File: src/common/pec_pkg.sv
package pec_pkg;
   // register addresses in the management space
   localparam logic [4:0] PEC_ADDR_STAT_TWO = 5'h13;
   localparam logic [4:0] PEC_ADDR_FALSE_CARRIER = 5'h14;
   localparam logic [4:0] PEC_ADDR_RX_ERROR = 5'h15;
   localparam logic [4:0] PEC_ADDR_STAT_ONE = 5'h12;
   localparam logic [4:0] PEC_ADDR_IRQ_STATUS = 5'h1a;
   localparam logic [4:0] PEC_ADDR_IRQ_MASK = 5'h1b;
   // status bit positions, second status register
   localparam int PEC_BIT_UNDERVOLT = 15;
   localparam int PEC_BIT_OVERVOLT = 14;
   localparam int PEC_BIT_OVERTEMP = 11;
   localparam int PEC_BIT_SLEEP = 10;
   localparam int PEC_BIT_POLARITY = 9;
   localparam int PEC_BIT_JABBER = 8;
   // half-full bits, first status register
   localparam int PEC_BIT_FC_HALF = 9;
   localparam int PEC_BIT_RE_HALF = 8;
   // enables sit eight below their status bit
   localparam int PEC_EN_SHIFT = 8;
   // writable enable bits of each register
   localparam logic [15:0] PEC_EN_MASK_TWO = 16'h00cf;
   localparam logic [15:0] PEC_EN_MASK_ONE = 16'h0003;
   // counter limits and thresholds
   localparam logic [7:0] PEC_FC_MAX = 8'hff;
   localparam logic [7:0] PEC_FC_HALF = 8'h7f;
   localparam logic [15:0] PEC_RE_MAX = 16'hffff;
   localparam logic [15:0] PEC_RE_HALF = 16'h7fff;
   localparam logic [15:0] PEC_RESET_VAL = 16'h0000;
   // summary interrupt layout: bit 0 second status, bit 1 first status
   localparam logic [1:0] PEC_IRQ_LAYOUT = 2'h3;

   // register bus request
   typedef struct packed {
      logic [4:0] addr;
      logic [15:0] wdata;
      logic wr;
      logic rd;
   } pec_req_s;

   // raw event inputs, one per status bit
   typedef struct packed {
      logic undervolt;
      logic overvolt;
      logic overtemp;
      logic sleep;
      logic polarity;
      logic jabber;
   } pec_evt_s;
endpackage

File: src/hw/pec_event_counters.sv
// The strobed register port was decided locally.
`timescale 1ns/100ps
module pec_event_counters
   import pec_pkg::*;
(
   // clock and reset
   input wire logic core_clk,
   input wire logic rst_b,
   // register port
   input wire pec_req_s req,
   output logic [15:0] rdata,
   // event sources
   input wire pec_evt_s evt,
   input wire logic false_carrier,
   input wire logic rx_dv,
   input wire logic rx_symbol_err,
   input wire logic xmii_loopback,
   // interrupt
   output logic irq
);

   logic [15:0] stat_two;
   logic [15:0] stat_one;
   logic [7:0] latch_two;
   logic [7:0] en_two;
   logic [7:0] latch_one;
   logic [7:0] en_one;
   logic [7:0] fc_count;
   logic [15:0] re_count;
   logic [1:0] irq_status;
   logic [1:0] irq_mask;
   logic [15:0] ev_two;
   logic [15:0] ev_one;
   logic rd_two;
   logic rd_one;
   logic rd_fc;
   logic rd_re;
   logic rd_irq;
   logic re_inc;
   logic [1:0] pend;
   logic [15:0] next_rdata;

   // read strobes per clear-on-read register
   assign rd_two = req.rd && req.addr == PEC_ADDR_STAT_TWO;
   assign rd_one = req.rd && req.addr == PEC_ADDR_STAT_ONE;
   assign rd_fc = req.rd && req.addr == PEC_ADDR_FALSE_CARRIER;
   assign rd_re = req.rd && req.addr == PEC_ADDR_RX_ERROR;
   assign rd_irq = req.rd && req.addr == PEC_ADDR_IRQ_STATUS;

   // event vector in the status layout
   always_comb
   begin
      ev_two = 16'h0000;
      ev_two[PEC_BIT_UNDERVOLT] = evt.undervolt;
      ev_two[PEC_BIT_OVERVOLT] = evt.overvolt;
      ev_two[PEC_BIT_OVERTEMP] = evt.overtemp;
      ev_two[PEC_BIT_SLEEP] = evt.sleep;
      ev_two[PEC_BIT_POLARITY] = evt.polarity;
      ev_two[PEC_BIT_JABBER] = evt.jabber;
      ev_one = 16'h0000;
      ev_one[PEC_BIT_FC_HALF] = fc_count > PEC_FC_HALF;
      ev_one[PEC_BIT_RE_HALF] = re_count > PEC_RE_HALF;
   end

   // latched status, second register; a live event wins over the read clear
   always_ff @(posedge core_clk or negedge rst_b)
   begin
      if (!rst_b)
         latch_two <= PEC_RESET_VAL[15:8];
      else if (rd_two)
         latch_two <= ev_two[15:8];
      else
         latch_two <= latch_two | ev_two[15:8];
   end

   // enables, second register; reserved 5:4 never take a write
   always_ff @(posedge core_clk or negedge rst_b)
   begin
      if (!rst_b)
         en_two <= PEC_RESET_VAL[7:0];
      else if (req.wr && req.addr == PEC_ADDR_STAT_TWO)
         en_two <= req.wdata[7:0] & PEC_EN_MASK_TWO[7:0];
   end

   // half-full latches, first register (only bits 9:8 live in this block)
   always_ff @(posedge core_clk or negedge rst_b)
   begin
      if (!rst_b)
         latch_one <= PEC_RESET_VAL[15:8];
      else if (rd_one)
         latch_one <= ev_one[15:8];
      else
         latch_one <= latch_one | ev_one[15:8];
   end

   // half-full enables, first register
   always_ff @(posedge core_clk or negedge rst_b)
   begin
      if (!rst_b)
         en_one <= PEC_RESET_VAL[7:0];
      else if (req.wr && req.addr == PEC_ADDR_STAT_ONE)
         en_one <= req.wdata[7:0] & PEC_EN_MASK_ONE[7:0];
   end

   // false carrier counter; a read clears it, an event in that cycle is dropped
   always_ff @(posedge core_clk or negedge rst_b)
   begin
      if (!rst_b)
         fc_count <= PEC_RESET_VAL[7:0];
      else if (rd_fc)
         fc_count <= PEC_RESET_VAL[7:0];
      else if (false_carrier && fc_count != PEC_FC_MAX)
         fc_count <= fc_count + 8'h01;
   end

   assign re_inc = rx_dv && rx_symbol_err && !xmii_loopback;

   // receive error counter, saturating at full scale
   always_ff @(posedge core_clk or negedge rst_b)
   begin
      if (!rst_b)
         re_count <= PEC_RESET_VAL;
      else if (rd_re)
         re_count <= PEC_RESET_VAL;
      else if (re_inc && re_count != PEC_RE_MAX)
         re_count <= re_count + 16'h0001;
   end

   // register images; halves kept apart so each has a single writer
   assign stat_two = {latch_two, en_two};
   assign stat_one = {latch_one, en_one};

   // pending per status register: latched and enabled
   assign pend[0] = |(stat_two[15:8] & stat_two[7:0]);
   assign pend[1] = |(stat_one[15:8] & stat_one[7:0]);

   // sticky summary status, cleared by read; new pending wins over the clear
   always_ff @(posedge core_clk or negedge rst_b)
   begin
      if (!rst_b)
         irq_status <= 2'h0;
      else if (rd_irq)
         irq_status <= pend;
      else
         irq_status <= irq_status | pend;
   end

   // summary mask
   always_ff @(posedge core_clk or negedge rst_b)
   begin
      if (!rst_b)
         irq_mask <= 2'h0;
      else if (req.wr && req.addr == PEC_ADDR_IRQ_MASK)
         irq_mask <= req.wdata[1:0] & PEC_IRQ_LAYOUT;
   end

   // interrupt output registered; one cycle behind the status
   always_ff @(posedge core_clk or negedge rst_b)
   begin
      if (!rst_b)
         irq <= 1'b0;
      else
         irq <= |(irq_status & irq_mask);
   end

   // read mux; unmapped and reserved bits read zero
   always_comb
   begin
      next_rdata = 16'h0000;
      case (req.addr)
         PEC_ADDR_STAT_TWO: next_rdata = stat_two;
         PEC_ADDR_STAT_ONE: next_rdata = stat_one;
         PEC_ADDR_FALSE_CARRIER: next_rdata = {8'h00, fc_count};
         PEC_ADDR_RX_ERROR: next_rdata = re_count;
         PEC_ADDR_IRQ_STATUS: next_rdata = {14'h0000, irq_status};
         PEC_ADDR_IRQ_MASK: next_rdata = {14'h0000, irq_mask};
         default: next_rdata = 16'h0000;
      endcase
   end

   // read data valid only in the cycle after the strobe
   always_ff @(posedge core_clk or negedge rst_b)
   begin
      if (!rst_b)
         rdata <= 16'h0000;
      else if (req.rd)
         rdata <= next_rdata;
      else
         rdata <= 16'h0000;
   end
endmodule // pec_event_counters

File: config.mk
export PLATFORM = sky130hd
export DESIGN_NAME = pec_event_counters
export DESIGN_NICKNAME = d
export VERILOG_FILES = /design/src/common/pec_pkg.sv /design/src/hw/pec_event_counters.sv
export SDC_FILE = /design/constraint.sdc
export NUM_CORES = 1
export LEC_CHECK = 0
export BUFFER_PORTS_ARGS = -buffer_cell sky130_fd_sc_hd__buf_4
export CORE_MARGIN = 1
export CORE_UTILIZATION = 55
export DETAILED_ROUTE_END_ITERATION = 6
export HOLD_SLACK_MARGIN = 0.05
export PLACE_DENSITY = 0.91
export SLEW_MARGIN = 20
export SYNTH_ARGS = -nofsm -noshare
export SYNTH_HDL_FRONTEND = slang
export SYNTH_SLANG_ARGS = --single-unit
File: constraint.sdc
create_clock -name core_clk -period 3.34 [get_ports core_clk]
set_input_delay 0.668 -clock core_clk [delete_from_list [all_inputs] [get_ports core_clk]]
set_output_delay 0.668 -clock core_clk [all_outputs]
set_load 0.01 [all_outputs]
==> results.py, run 1 <==
metrics = {
    "setup_path": {
        "cp_cell_sequence": "buf_4 > nor3b_1 > and3_1 > a22o_1",
        "critical_path_buf_inv_count": 1,
        "start_kind": "primary input",
        "arrival_ns": 2.37,
        "crit_family": "simple AND/OR/NAND/NOR gates",
        "cp-startpoint": "req[19]",
        "cpMaxStageDelayCell": "and3_1",
        "reg2regPathDepth": 5,
        "reg2reg_setup_slack_ns": 1.31,
        "crit-reg2reg-capture": "re_count[15]$_DFFE_PN0P_",
        "endpoint_kind": "flop",
        "r2r_start": "re_count[1]$_DFFE_PN0P_",
        "worstSetupPathType": "in -> reg",
        "path_max_fanout": 22,
        "critPathRequiredTime_ns": 3.63,
        "slowest_delay_ns": 0.82,
    },
    "route": {
        "vias_per_cell": 6.496,
        "ant_nets": 0,
        "vias": 2449,
        "first_iter_violations": 311,
        "wirelength_um": 6773,
        "drc": 0,
        "dr.pass1.iters": 5,
        "wl_per_cell_um": 17.97,
    },
    "status": {
        "outcome": "finished clean",
    },
    "placed_design": {
        "port_buffers": 41,
        "gp_congestion": 0.8941,
        "dp_hpwl_um": 4582,
    },
    "global_route": {
        "grt_pass1_vias": 2192,
        "overflow": 0,
        "grt_pass1_wl_um": 10850,
        "grt_use_total_pct": 27.28,
        "antenna_found_initial": 0,
        "grt_start_max_net_pins": 62,
    },
    "synth": {
        "yosysWarnings": 0,
        "synth_cell_type_count": 41,
        "yosysSeqAreaShare_pct": 53.42,
        "syn_nets": 297,
        "synth_seq_cells": 61,
        "syn_area_sq_mm": 0.002858,
        "syn_area_per_cell_sq_um": 10.99,
        "syn-instance-count": 260,
    },
    "finish": {
        "drive_gt1_share_pct": 23.23,
        "area_delta_synth_final_pct": 21.41,
        "finalNetCount": 342,
        "antennaDiodeCount": 0,
        "fillers": 350,
    },
    "power": {
        "powerDensity_mw_per_mm2": 592.5,
        "power.share.combinational_pct": 11.4,
        "p_sw_mw": 0.5403,
        "irDropWorstVdd_v": 0.0005401,
        "p_leak_nw": 1.536,
        "switching_share_pct": 26.28,
        "sequentialPowerShare_pct": 46.8,
        "cellInternalPower_mw": 1.515,
        "pwr-share-clk_pct": 41.8,
    },
    "die": {
        "die_x_um": 74.08,
        "die_height_um": 74.08,
        "num_io_pins": 52,
        "start_util_pct": 58.94,
        "core_area_sq_mm": 0.004848,
        "die_area_sq_mm": 0.005488,
        "rows": 25,
    },
    "sta": {
        "slew_headroom_pct": 41.82,
        "drv_slew": 0,
        "setup_tns_ns": 0,
        "final.period_utilization_pct": 62.43,
        "max_slew.worst_pin.slew_ns": 0.8727,
        "fmax_mhz": 479.6,
        "finalSetupViolations": 0,
        "holdWs_ns": 0.3811,
        "rsz0062_at_grt": "no",
        "finalClockSkew_ns": 0.007603,
        "fin_crit_ns": 2.085,
        "hold_viol": 0,
    },
    "cts": {
        "clk_latency_ns": 0.35,
        "postCtsResizedCells": 0,
        "htreeDepth": 3,
        "clock-sinks": 61,
        "path_clk_slew_ns": 0.07,
        "cts_made_buffers": 9,
        "ctsHoldBuffers": 0,
        "cts_setup_buffers": 0,
        "cts_tree": "yes",
        "cts.path.max_buffers": 2,
        "cts_root_buf": "clkbuf_8",
    },
    "job": {
        "maxCapViolCount": 0,
    },
    "hold_path": {
        "hp-class": "in -> async",
    },
}
-- final cells by class --
cell class	count	area (sq um)	share of cell area, %
repair buffers	41	307.8	8.871
flip-flops and latches	61	1526	44.00
inverters	3	11.26	0.3246
well taps	67	83.83	2.416
clock inverters	7	137.6	3.967
multi-input cells	189	1279	36.86
clock buffers	9	123.9	3.570
-- Yosys cell counts --
cell type,n,area (sq um)
a21o_1,10,75.07
a21oi_1,20,100.1
a222oi_1,2,20.02
a22o_1,8,70.07
a22oi_1,13,97.59
a31oi_1,3,18.77
and2_1,7,43.79
and2b_1,1,7.510
and3_1,3,18.77
and3b_1,1,8.760
and4_1,7,61.31
and4_4,2,22.52
buf_2,3,15.01
buf_4,1,7.510
buf_6,1,11.26
clkbuf_1,2,7.510
dfrtp_1,61,1526
ha_1,2,25.02
inv_1,3,11.26
mux2_2,10,112.6
mux2i_1,4,40.04
nand2_1,18,67.56
nand2_2,1,6.260
nand2b_1,4,25.02
nand3_1,11,55.05
nand3b_1,3,22.52
nand4_1,4,25.02
nor2_1,10,37.54
nor2b_1,1,6.260
nor3_1,2,10.01
nor3_2,2,20.02
nor3b_1,2,15.01
nor4_1,1,6.260
nor4b_1,1,8.760
o2111ai_1,1,8.760
o211ai_1,2,15.01
o21ai_0,7,35.03
o31ai_1,10,75.07
or3_1,4,25.02
or4_1,10,75.07
xor2_1,2,17.52
-- power by group through the flow --
stage          clock network, mW  registers (mW)  logic (mW)
2_1_floorplan                  0           0.928       0.154
3_3_place_gp                   0           0.959       0.218
3_5_place_dp                   0           0.967       0.233
4_1_cts                    0.865           0.958       0.237
5_1_grt                    0.902           0.976       0.272
6_report                   0.859           0.962       0.234
-- worst max-delay path by stage --
stage	end	cells past startpoint
6_report	rdata[10]$_DFF_PN0_	4
2_1_floorplan	en_two[0]$_DFFE_PN0P_	4
3_3_place_gp	rdata[15]$_DFF_PN0_	4
3_5_place_dp	rdata[14]$_DFF_PN0_	4
4_1_cts	rdata[10]$_DFF_PN0_	4
5_1_grt	rdata[10]$_DFF_PN0_	4
-- per-stage QoR --
step / setup slack, ns / power (mW) / std cells / utilization [%] / instance area, sq um
6_report: 1.255 / 2.056 / 377 / 71.56 / 3470
5_1_grt: 1.160 / 2.150 / 377 / 71.56 / 3470
4_1_cts: 1.308 / 2.060 / 377 / 71.56 / 3470
3_5_place_dp: 1.023 / 1.200 / 361 / 66.17 / 3208
3_3_place_gp: 1.056 / 1.177 / 361 / 66.17 / 3208
2_1_floorplan: 1.503 / 1.082 / 260 / - / 2858
-- worst register-to-register path, delay by kind of cell (launching register included) --
| kind | cells | cell delay [ns] |
|---|---|---|
| AND/OR/NAND/NOR | 3 | 1.08 |
| adder cells (fa/ha/maj) | 1 | 0.25 |
| flip-flops | 1 | 0.46 |
| multiplexers | 1 | 0.15 |
-- cells by family after synthesis --
| family | after synthesis | share of synthesized area [%] |
|---|---|---|
| and+or+nand+nor | 95 | 19.88 |
| AOI/OAI and AO/OA | 76 | 18.04 |
| buffers and inverters | 10 | 1.839 |
| xor gates and xnor gates | 2 | 0.6131 |
| DFF | 61 | 53.41 |
| adders and majority gates | 2 | 0.8755 |
| muxes | 14 | 5.342 |
-- sequential cells by signal (all words and copies together) (netlist names) --
| name | cells |
|---|---|
| en_one | 2 |
| en_two | 6 |
| fc_count | 8 |
| irq | 1 |
| irq_mask | 2 |
| irq_status | 2 |
| latch_one | 2 |
| latch_two | 6 |
| rdata | 16 |
| re_count | 16 |
-- placed cells by master, fill, tap and decap left out, types with 3 or more instances in the layout --
| cell type | n |
|---|---|
| mux2_2 | 10 |
| inv_1 | 3 |
| nand2_1 | 18 |
| dfrtp_1 | 61 |
| mux2i_1 | 4 |
| nand3_1 | 11 |
| o31ai_1 | 10 |
| or3_1 | 4 |
| a21oi_1 | 20 |
| nand2b_1 | 4 |
| and3_1 | 3 |
| nor2_1 | 10 |
| a22o_1 | 8 |
| and2_1 | 7 |
| nand4_1 | 4 |
| o21ai_0 | 7 |
| nand3b_1 | 3 |
| a31oi_1 | 3 |
| bufinv_16 | 4 |
| a21o_1 | 10 |
| clkbuf_8 | 9 |
| a22oi_1 | 13 |
| or4_1 | 10 |
| and4_1 | 7 |
| buf_4 | 41 |
-- per-layer routing --
| layer | vias to the layer above | track usage [%] | share of wire, % |
|---|---|---|---|
| li1 | 1092 | - | - |
| met1 | 1202 | 36.66 | 40 |
| met2 | 133 | 41.82 | 48 |
| met3 | 22 | 7.046 | 8.2 |
| met4 | 0 | 12.39 | 3.2 |
| met5 | - | 0 | 0 |
No activity file was read; power rests on OpenSTA's default activity.
==> inputs of run 2 (changes only) <==
CORE_UTILIZATION = 50   (was 55)
PLACE_DENSITY = 0.88   (was 0.91)
clock period = 1.9 ns   (was 3.34 ns; I/O delays follow)
==> run 2 against run 1 <==
Compared with the run above: global-route usage shrank 2.7 points; non-clock buffer count increased by 12; clock-buffer cell count rose by 2.
==> results.py, run 2 (synthesis results as in run 1) <==
metrics = {
    "finish": {
        "finalNetCount": 356,
        "layout_commonest_cell": "dfrtp_1",
        "antennaDiodeCount": 0,
        "multi_input_area_sq_mm": 0.001308,
        "final_cell_mix": "dfrtp_1 (61), buf_4 (52), a21oi_1 (20)",
        "fin_area_sq_mm": 0.003592,
        "fillers": 422,
        "fin_cells": 395,
        "area_delta_synth_final_pct": 25.70,
        "drive_gt1_share_pct": 27.24,
        "final_core_util_pct": 65.24,
        "register_area_sq_mm": 0.001526,
        "top_regs": "rdata: 16 flops, re_count: 16 flops, fc_count: 8 flops",
    },
    "sta": {
        "fmax_mhz": 547.9,
        "finalClockSkew_ns": 0.005553,
        "rsz0062_at_grt": "no",
        "drv_slew": 0,
        "fin_crit_ns": 1.825,
        "hold_viol": 0,
        "max_slew.worst_pin.slew_ns": 0.7389,
        "setup_tns_ns": 0,
        "slew_headroom_pct": 50.74,
        "final.period_utilization_pct": 96.06,
        "finalSetupViolations": 0,
    },
    "cts": {
        "cts_tree": "yes",
        "ctsHoldBuffers": 0,
        "path_clk_slew_ns": 0.07,
        "cts.path.max_buffers": 2,
        "clk_latency_ns": 0.34,
        "cts_root_buf": "clkbuf_8",
        "htreeDepth": 3,
        "cts_made_buffers": 9,
        "clock-sinks": 61,
    },
    "job": {
        "maxCapViolCount": 0,
    },
    "power": {
        "irDropWorstVdd_v": 0.0005648,
        "p_leak_nw": 1.605,
        "p_total_mw": 3.548,
        "powerDensity_mw_per_mm2": 987.8,
    },
    "placed_design": {
        "gp_congestion": 0.8580,
        "port_buffers": 41,
        "dpl-instance-area_sq_mm": 0.003317,
        "placed_cells": 378,
        "dp_hpwl_um": 4681,
    },
    "route": {
        "drc": 0,
        "wl_per_cell_um": 17.40,
        "wirelength_um": 6872,
        "dr.pass1.iters": 5,
        "first_iter_violations": 329,
        "vias": 2492,
        "vias_per_cell": 6.309,
        "ant_nets": 0,
    },
    "global_route": {
        "overflow": 0,
        "grt_start_max_net_pins": 62,
        "grt_use_total_pct": 24.54,
        "antenna_found_initial": 0,
        "grt_pass1_vias": 2325,
        "grt_pass1_wl_um": 11160,
    },
    "die": {
        "start_util_pct": 51.90,
        "die_height_um": 77.60,
        "die_area_sq_mm": 0.006022,
        "num_io_pins": 52,
        "die_x_um": 77.60,
        "rows": 27,
        "core_area_sq_mm": 0.005507,
    },
    "setup_path": {
        "worstSetupPathType": "reg -> reg",
        "path_max_fanout": 6,
        "arrival_ns": 2.10,
        "critPathRequiredTime_ns": 2.17,
        "start_kind": "flop",
        "endpoint_kind": "flop",
    },
    "status": {
        "outcome": "finished clean",
    },
    "hold_path": {
        "hp-class": "in -> async",
    },
}
[run 2: cell types whose count changed in the layout (fill, tap and decap cells not counted), sizes merged]
cell      change
buf          +12
bufinv        -1
clkinv        -1
clkbuf        +2
clkinvlp      -1
and4          +2
[run 2: routing by layer]
| metal | track usage [%] | routed length [um] | vias to the layer above | share of wire (%) |
|---|---|---|---|---|
| li1 | - | - | 1126 | - |
| met1 | 31.06 | 2766 | 1221 | 40 |
| met2 | 39.38 | 3395 | 126 | 49 |
| met3 | 7.765 | 513 | 19 | 7.5 |
| met4 | 9.057 | 197 | 0 | 2.9 |
| met5 | 0 | 0 | - | 0 |
[run 2: worst max-delay path, stage by stage, from the launching register on]
cell and delay (ns):
dfrtp_1 0.36, ha_2 0.20, and4_4 0.25, buf_4 0.12, nand3_1 0.20, or4_1 0.46
a21oi_1 0.15
[run 2: timing repair]
| action | 4_1_cts | 5_1_grt |
|---|---|---|
| resized for setup | 0 | 4 |
| setup endpoints to repair | 0 | 2 |
| setup buffers | 0 | 0 |
[run 2: power by group]
part | internal (mW) | switching (mW)
sequential | 1.46 | 0.208
clock | 0.933 | 0.488
combinational | 0.231 | 0.227
[run 2: path summary, 6_finish.rpt]
check / from / end / slack (ns) / depth (start not counted)
min in group core_clk: evt[1] / latch_two[1]$_DFF_PN0_ / 0.21 / 2
max: re_count[1]$_DFFE_PN0P_ / re_count[10]$_DFFE_PN0P_ / 0.07 / 6
min: rst_b / latch_one[1]$_DFF_PN0_ / 0.11 / 1
max reg2reg: re_count[1]$_DFFE_PN0P_ / re_count[10]$_DFFE_PN0P_ / 0.07 / 6
min reg2reg: latch_two[6]$_DFF_PN0_ / latch_two[6]$_DFF_PN0_ / 0.52 / 1
max in group asynchronous: rst_b / re_count[11]$_DFFE_PN0P_ / 1.32 / 1
[run 2: area by class of cell]
| class | instances | area share (%) |
|---|---|---|
| Multi-Input combinational cell | 191 | 36.40 |
| Clock inverter | 4 | 2.647 |
| Clock buffer | 11 | 4.215 |
| Sequential cell | 61 | 42.49 |
| Tap cell | 72 | 2.508 |
| Timing Repair Buffer | 53 | 11.42 |
| Inverter | 3 | 0.3135 |
[run 2: stage by stage]
stage / hold slack, ns / worst slack [ns]
floorplan: 0.08441 / 0.1110
CTS: 0.1257 / 0.01733
finish: 0.1076 / 0.07494
global placement: 0.4895 / 0.08003
global route: 0.1678 / 0.02570
detailed placement: 0.4970 / 0.02749
==> inputs of run 3 (changes only) <==
CELL_PAD_IN_SITES_DETAIL_PLACEMENT = 0   (was not set)
CELL_PAD_IN_SITES_GLOBAL_PLACEMENT = 1   (was not set)
CORE_UTILIZATION = 39   (was 50)
PLACE_DENSITY = 0.87   (was 0.88)
==> run 3 against run 2 <==
Compared with the run above: sequential share of layout area is 0.13 points lower; register-to-register slack hardly changed; worst hold slack worse by 0.0054 ns; utilization is 13 points lower; fmax is 0.35% lower; clock power is 8% lower; global-route usage is 5.9 points lower; flip-flop and latch count stayed put; highest routed layer unchanged.
==> results.py, run 3 (synthesis results as in run 1) <==
metrics = {
    "setup_path": {
        "cp_cell_sequence": "ha_1 > and4_1 > and4_4 > or4_4 > mux2i_1",
        "endpoint_kind": "flop",
        "critPathRequiredTime_ns": 2.14,
        "critical_path_buf_inv_count": 0,
        "cpMaxStageDelayCell": "or4_4",
        "crit_family": "simple AND/OR/NAND/NOR gates",
        "worstSetupPathType": "reg -> reg",
        "reg2reg_setup_slack_ns": 0.07,
        "path_max_fanout": 19,
        "cp-startpoint": "re_count[0]$_DFFE_PN0P_",
        "arrival_ns": 2.07,
        "r2r_start": "re_count[0]$_DFFE_PN0P_",
        "slowest_delay_ns": 0.54,
        "start_kind": "flop",
    },
    "hold_path": {
        "hp-class": "in -> async",
    },
    "sta": {
        "rsz0062_at_grt": "yes",
        "fmax_mhz": 546.0,
        "slew_headroom_pct": 49.80,
        "hold_viol": 0,
        "finalClockSkew_ns": 0.008228,
        "finalSetupViolations": 0,
        "setup_ws_ns": 0.06850,
        "final.period_utilization_pct": 96.39,
        "max_slew.worst_pin.slew_ns": 0.7529,
        "fin_crit_ns": 1.831,
        "drv_slew": 0,
    },
    "route": {
        "vias": 2332,
        "drc": 0,
        "wl_per_cell_um": 15.26,
        "dr.pass1.iters": 6,
        "ant_nets": 0,
        "vias_per_cell": 5.539,
        "wirelength_um": 6426,
        "first_iter_violations": 187,
    },
    "status": {
        "outcome": "finished clean",
    },
    "finish": {
        "fillers": 636,
        "layout_commonest_cell": "dfrtp_1",
        "area_delta_synth_final_pct": 26.09,
        "top_regs": "rdata: 16 flops, re_count: 16 flops, fc_count: 8 flops",
        "antennaDiodeCount": 0,
        "fin_area_sq_mm": 0.003603,
        "finalNetCount": 357,
        "register_area_sq_mm": 0.001526,
        "drive_gt1_share_pct": 27.08,
        "final_cell_mix": "dfrtp_1 (61), buf_4 (55), a21oi_1 (20)",
        "multi_input_area_sq_mm": 0.001287,
    },
    "power": {
        "irDropWorstVdd_v": 0.0005977,
        "p_leak_nw": 1.607,
        "p_total_mw": 3.417,
        "powerDensity_mw_per_mm2": 948.4,
    },
    "cts": {
        "cts_root_buf": "clkbuf_8",
        "cts_tree": "yes",
        "ctsHoldBuffers": 0,
        "clock-sinks": 61,
        "cts.path.max_buffers": 2,
        "postCtsResizedCells": 0,
        "cts_made_buffers": 9,
        "clk_latency_ns": 0.35,
        "htreeDepth": 3,
        "path_clk_slew_ns": 0.07,
        "cts_setup_buffers": 0,
    },
    "global_route": {
        "grt_use_total_pct": 18.68,
        "grt_pass1_vias": 2192,
        "grt_pass1_wl_um": 10630,
        "overflow": 0,
        "grt_start_max_net_pins": 62,
        "antenna_found_initial": 0,
    },
    "die": {
        "rows": 30,
        "die_x_um": 87.60,
        "start_util_pct": 41.15,
        "die_area_sq_mm": 0.007674,
        "num_io_pins": 52,
        "core_area_sq_mm": 0.006944,
        "die_height_um": 87.60,
    },
    "placed_design": {
        "pre_cts_ws_ns": 0.06446,
        "dp_hpwl_um": 4641,
        "dpl-instance-area_sq_mm": 0.003369,
        "gp_congestion": 0.8300,
        "port_buffers": 41,
    },
    "job": {
        "maxCapViolCount": 0,
    },
}
run 3: path summary, 6_finish.rpt:
| path | endpoint | cells past startpoint |
|---|---|---|
| max in group asynchronous | irq$_DFF_PN0_ | 1 |
| worst min register to register | irq_status[1]$_DFF_PN0_ | 1 |
| worst max register to register | re_count[15]$_DFFE_PN0P_ | 5 |
| worst max-delay path | re_count[15]$_DFFE_PN0P_ | 5 |
| worst min-delay path | re_count[4]$_DFFE_PN0P_ | 1 |
| min in group core_clk | latch_two[0]$_DFF_PN0_ | 2 |
run 3: report_power, final:
group          internal (mW)  switching [mW]  total [mW]
logic                  0.228           0.219       0.446
clock network          0.806           0.498        1.30
registers               1.46           0.206        1.67
total                   2.50           0.922        3.42
run 3: layout make-up:
class,count,share of cell area [%]
clock buffers,12,4.306
well taps,96,3.333
repair buffers,56,12.01
multi-input cells,189,35.73
clock inverters,4,1.944
inverters,3,0.3125
flip-flops and latches,61,42.36
run 3: metrics by stage:
step | hold slack [ns] | setup TNS, ns | utilization [%] | cells
CTS | 0.1299 | 0 | 51.77 | 421
floorplan | 0.08441 | 0 | - | 260
global route | 0.1756 | -0.003064 | 51.89 | 421
detailed placement | 0.5012 | 0 | 48.52 | 405
global placement | 0.4955 | 0 | 48.52 | 405
finish | 0.1022 | 0 | 51.89 | 421
run 3: layer usage:
metal / GRT usage [%] / part of all wire, %
met1: 25.70 / 49
met2: 28.05 / 45
met3: 4.241 / 3.8
met4: 8.942 / 2.1
met5: 0 / 0
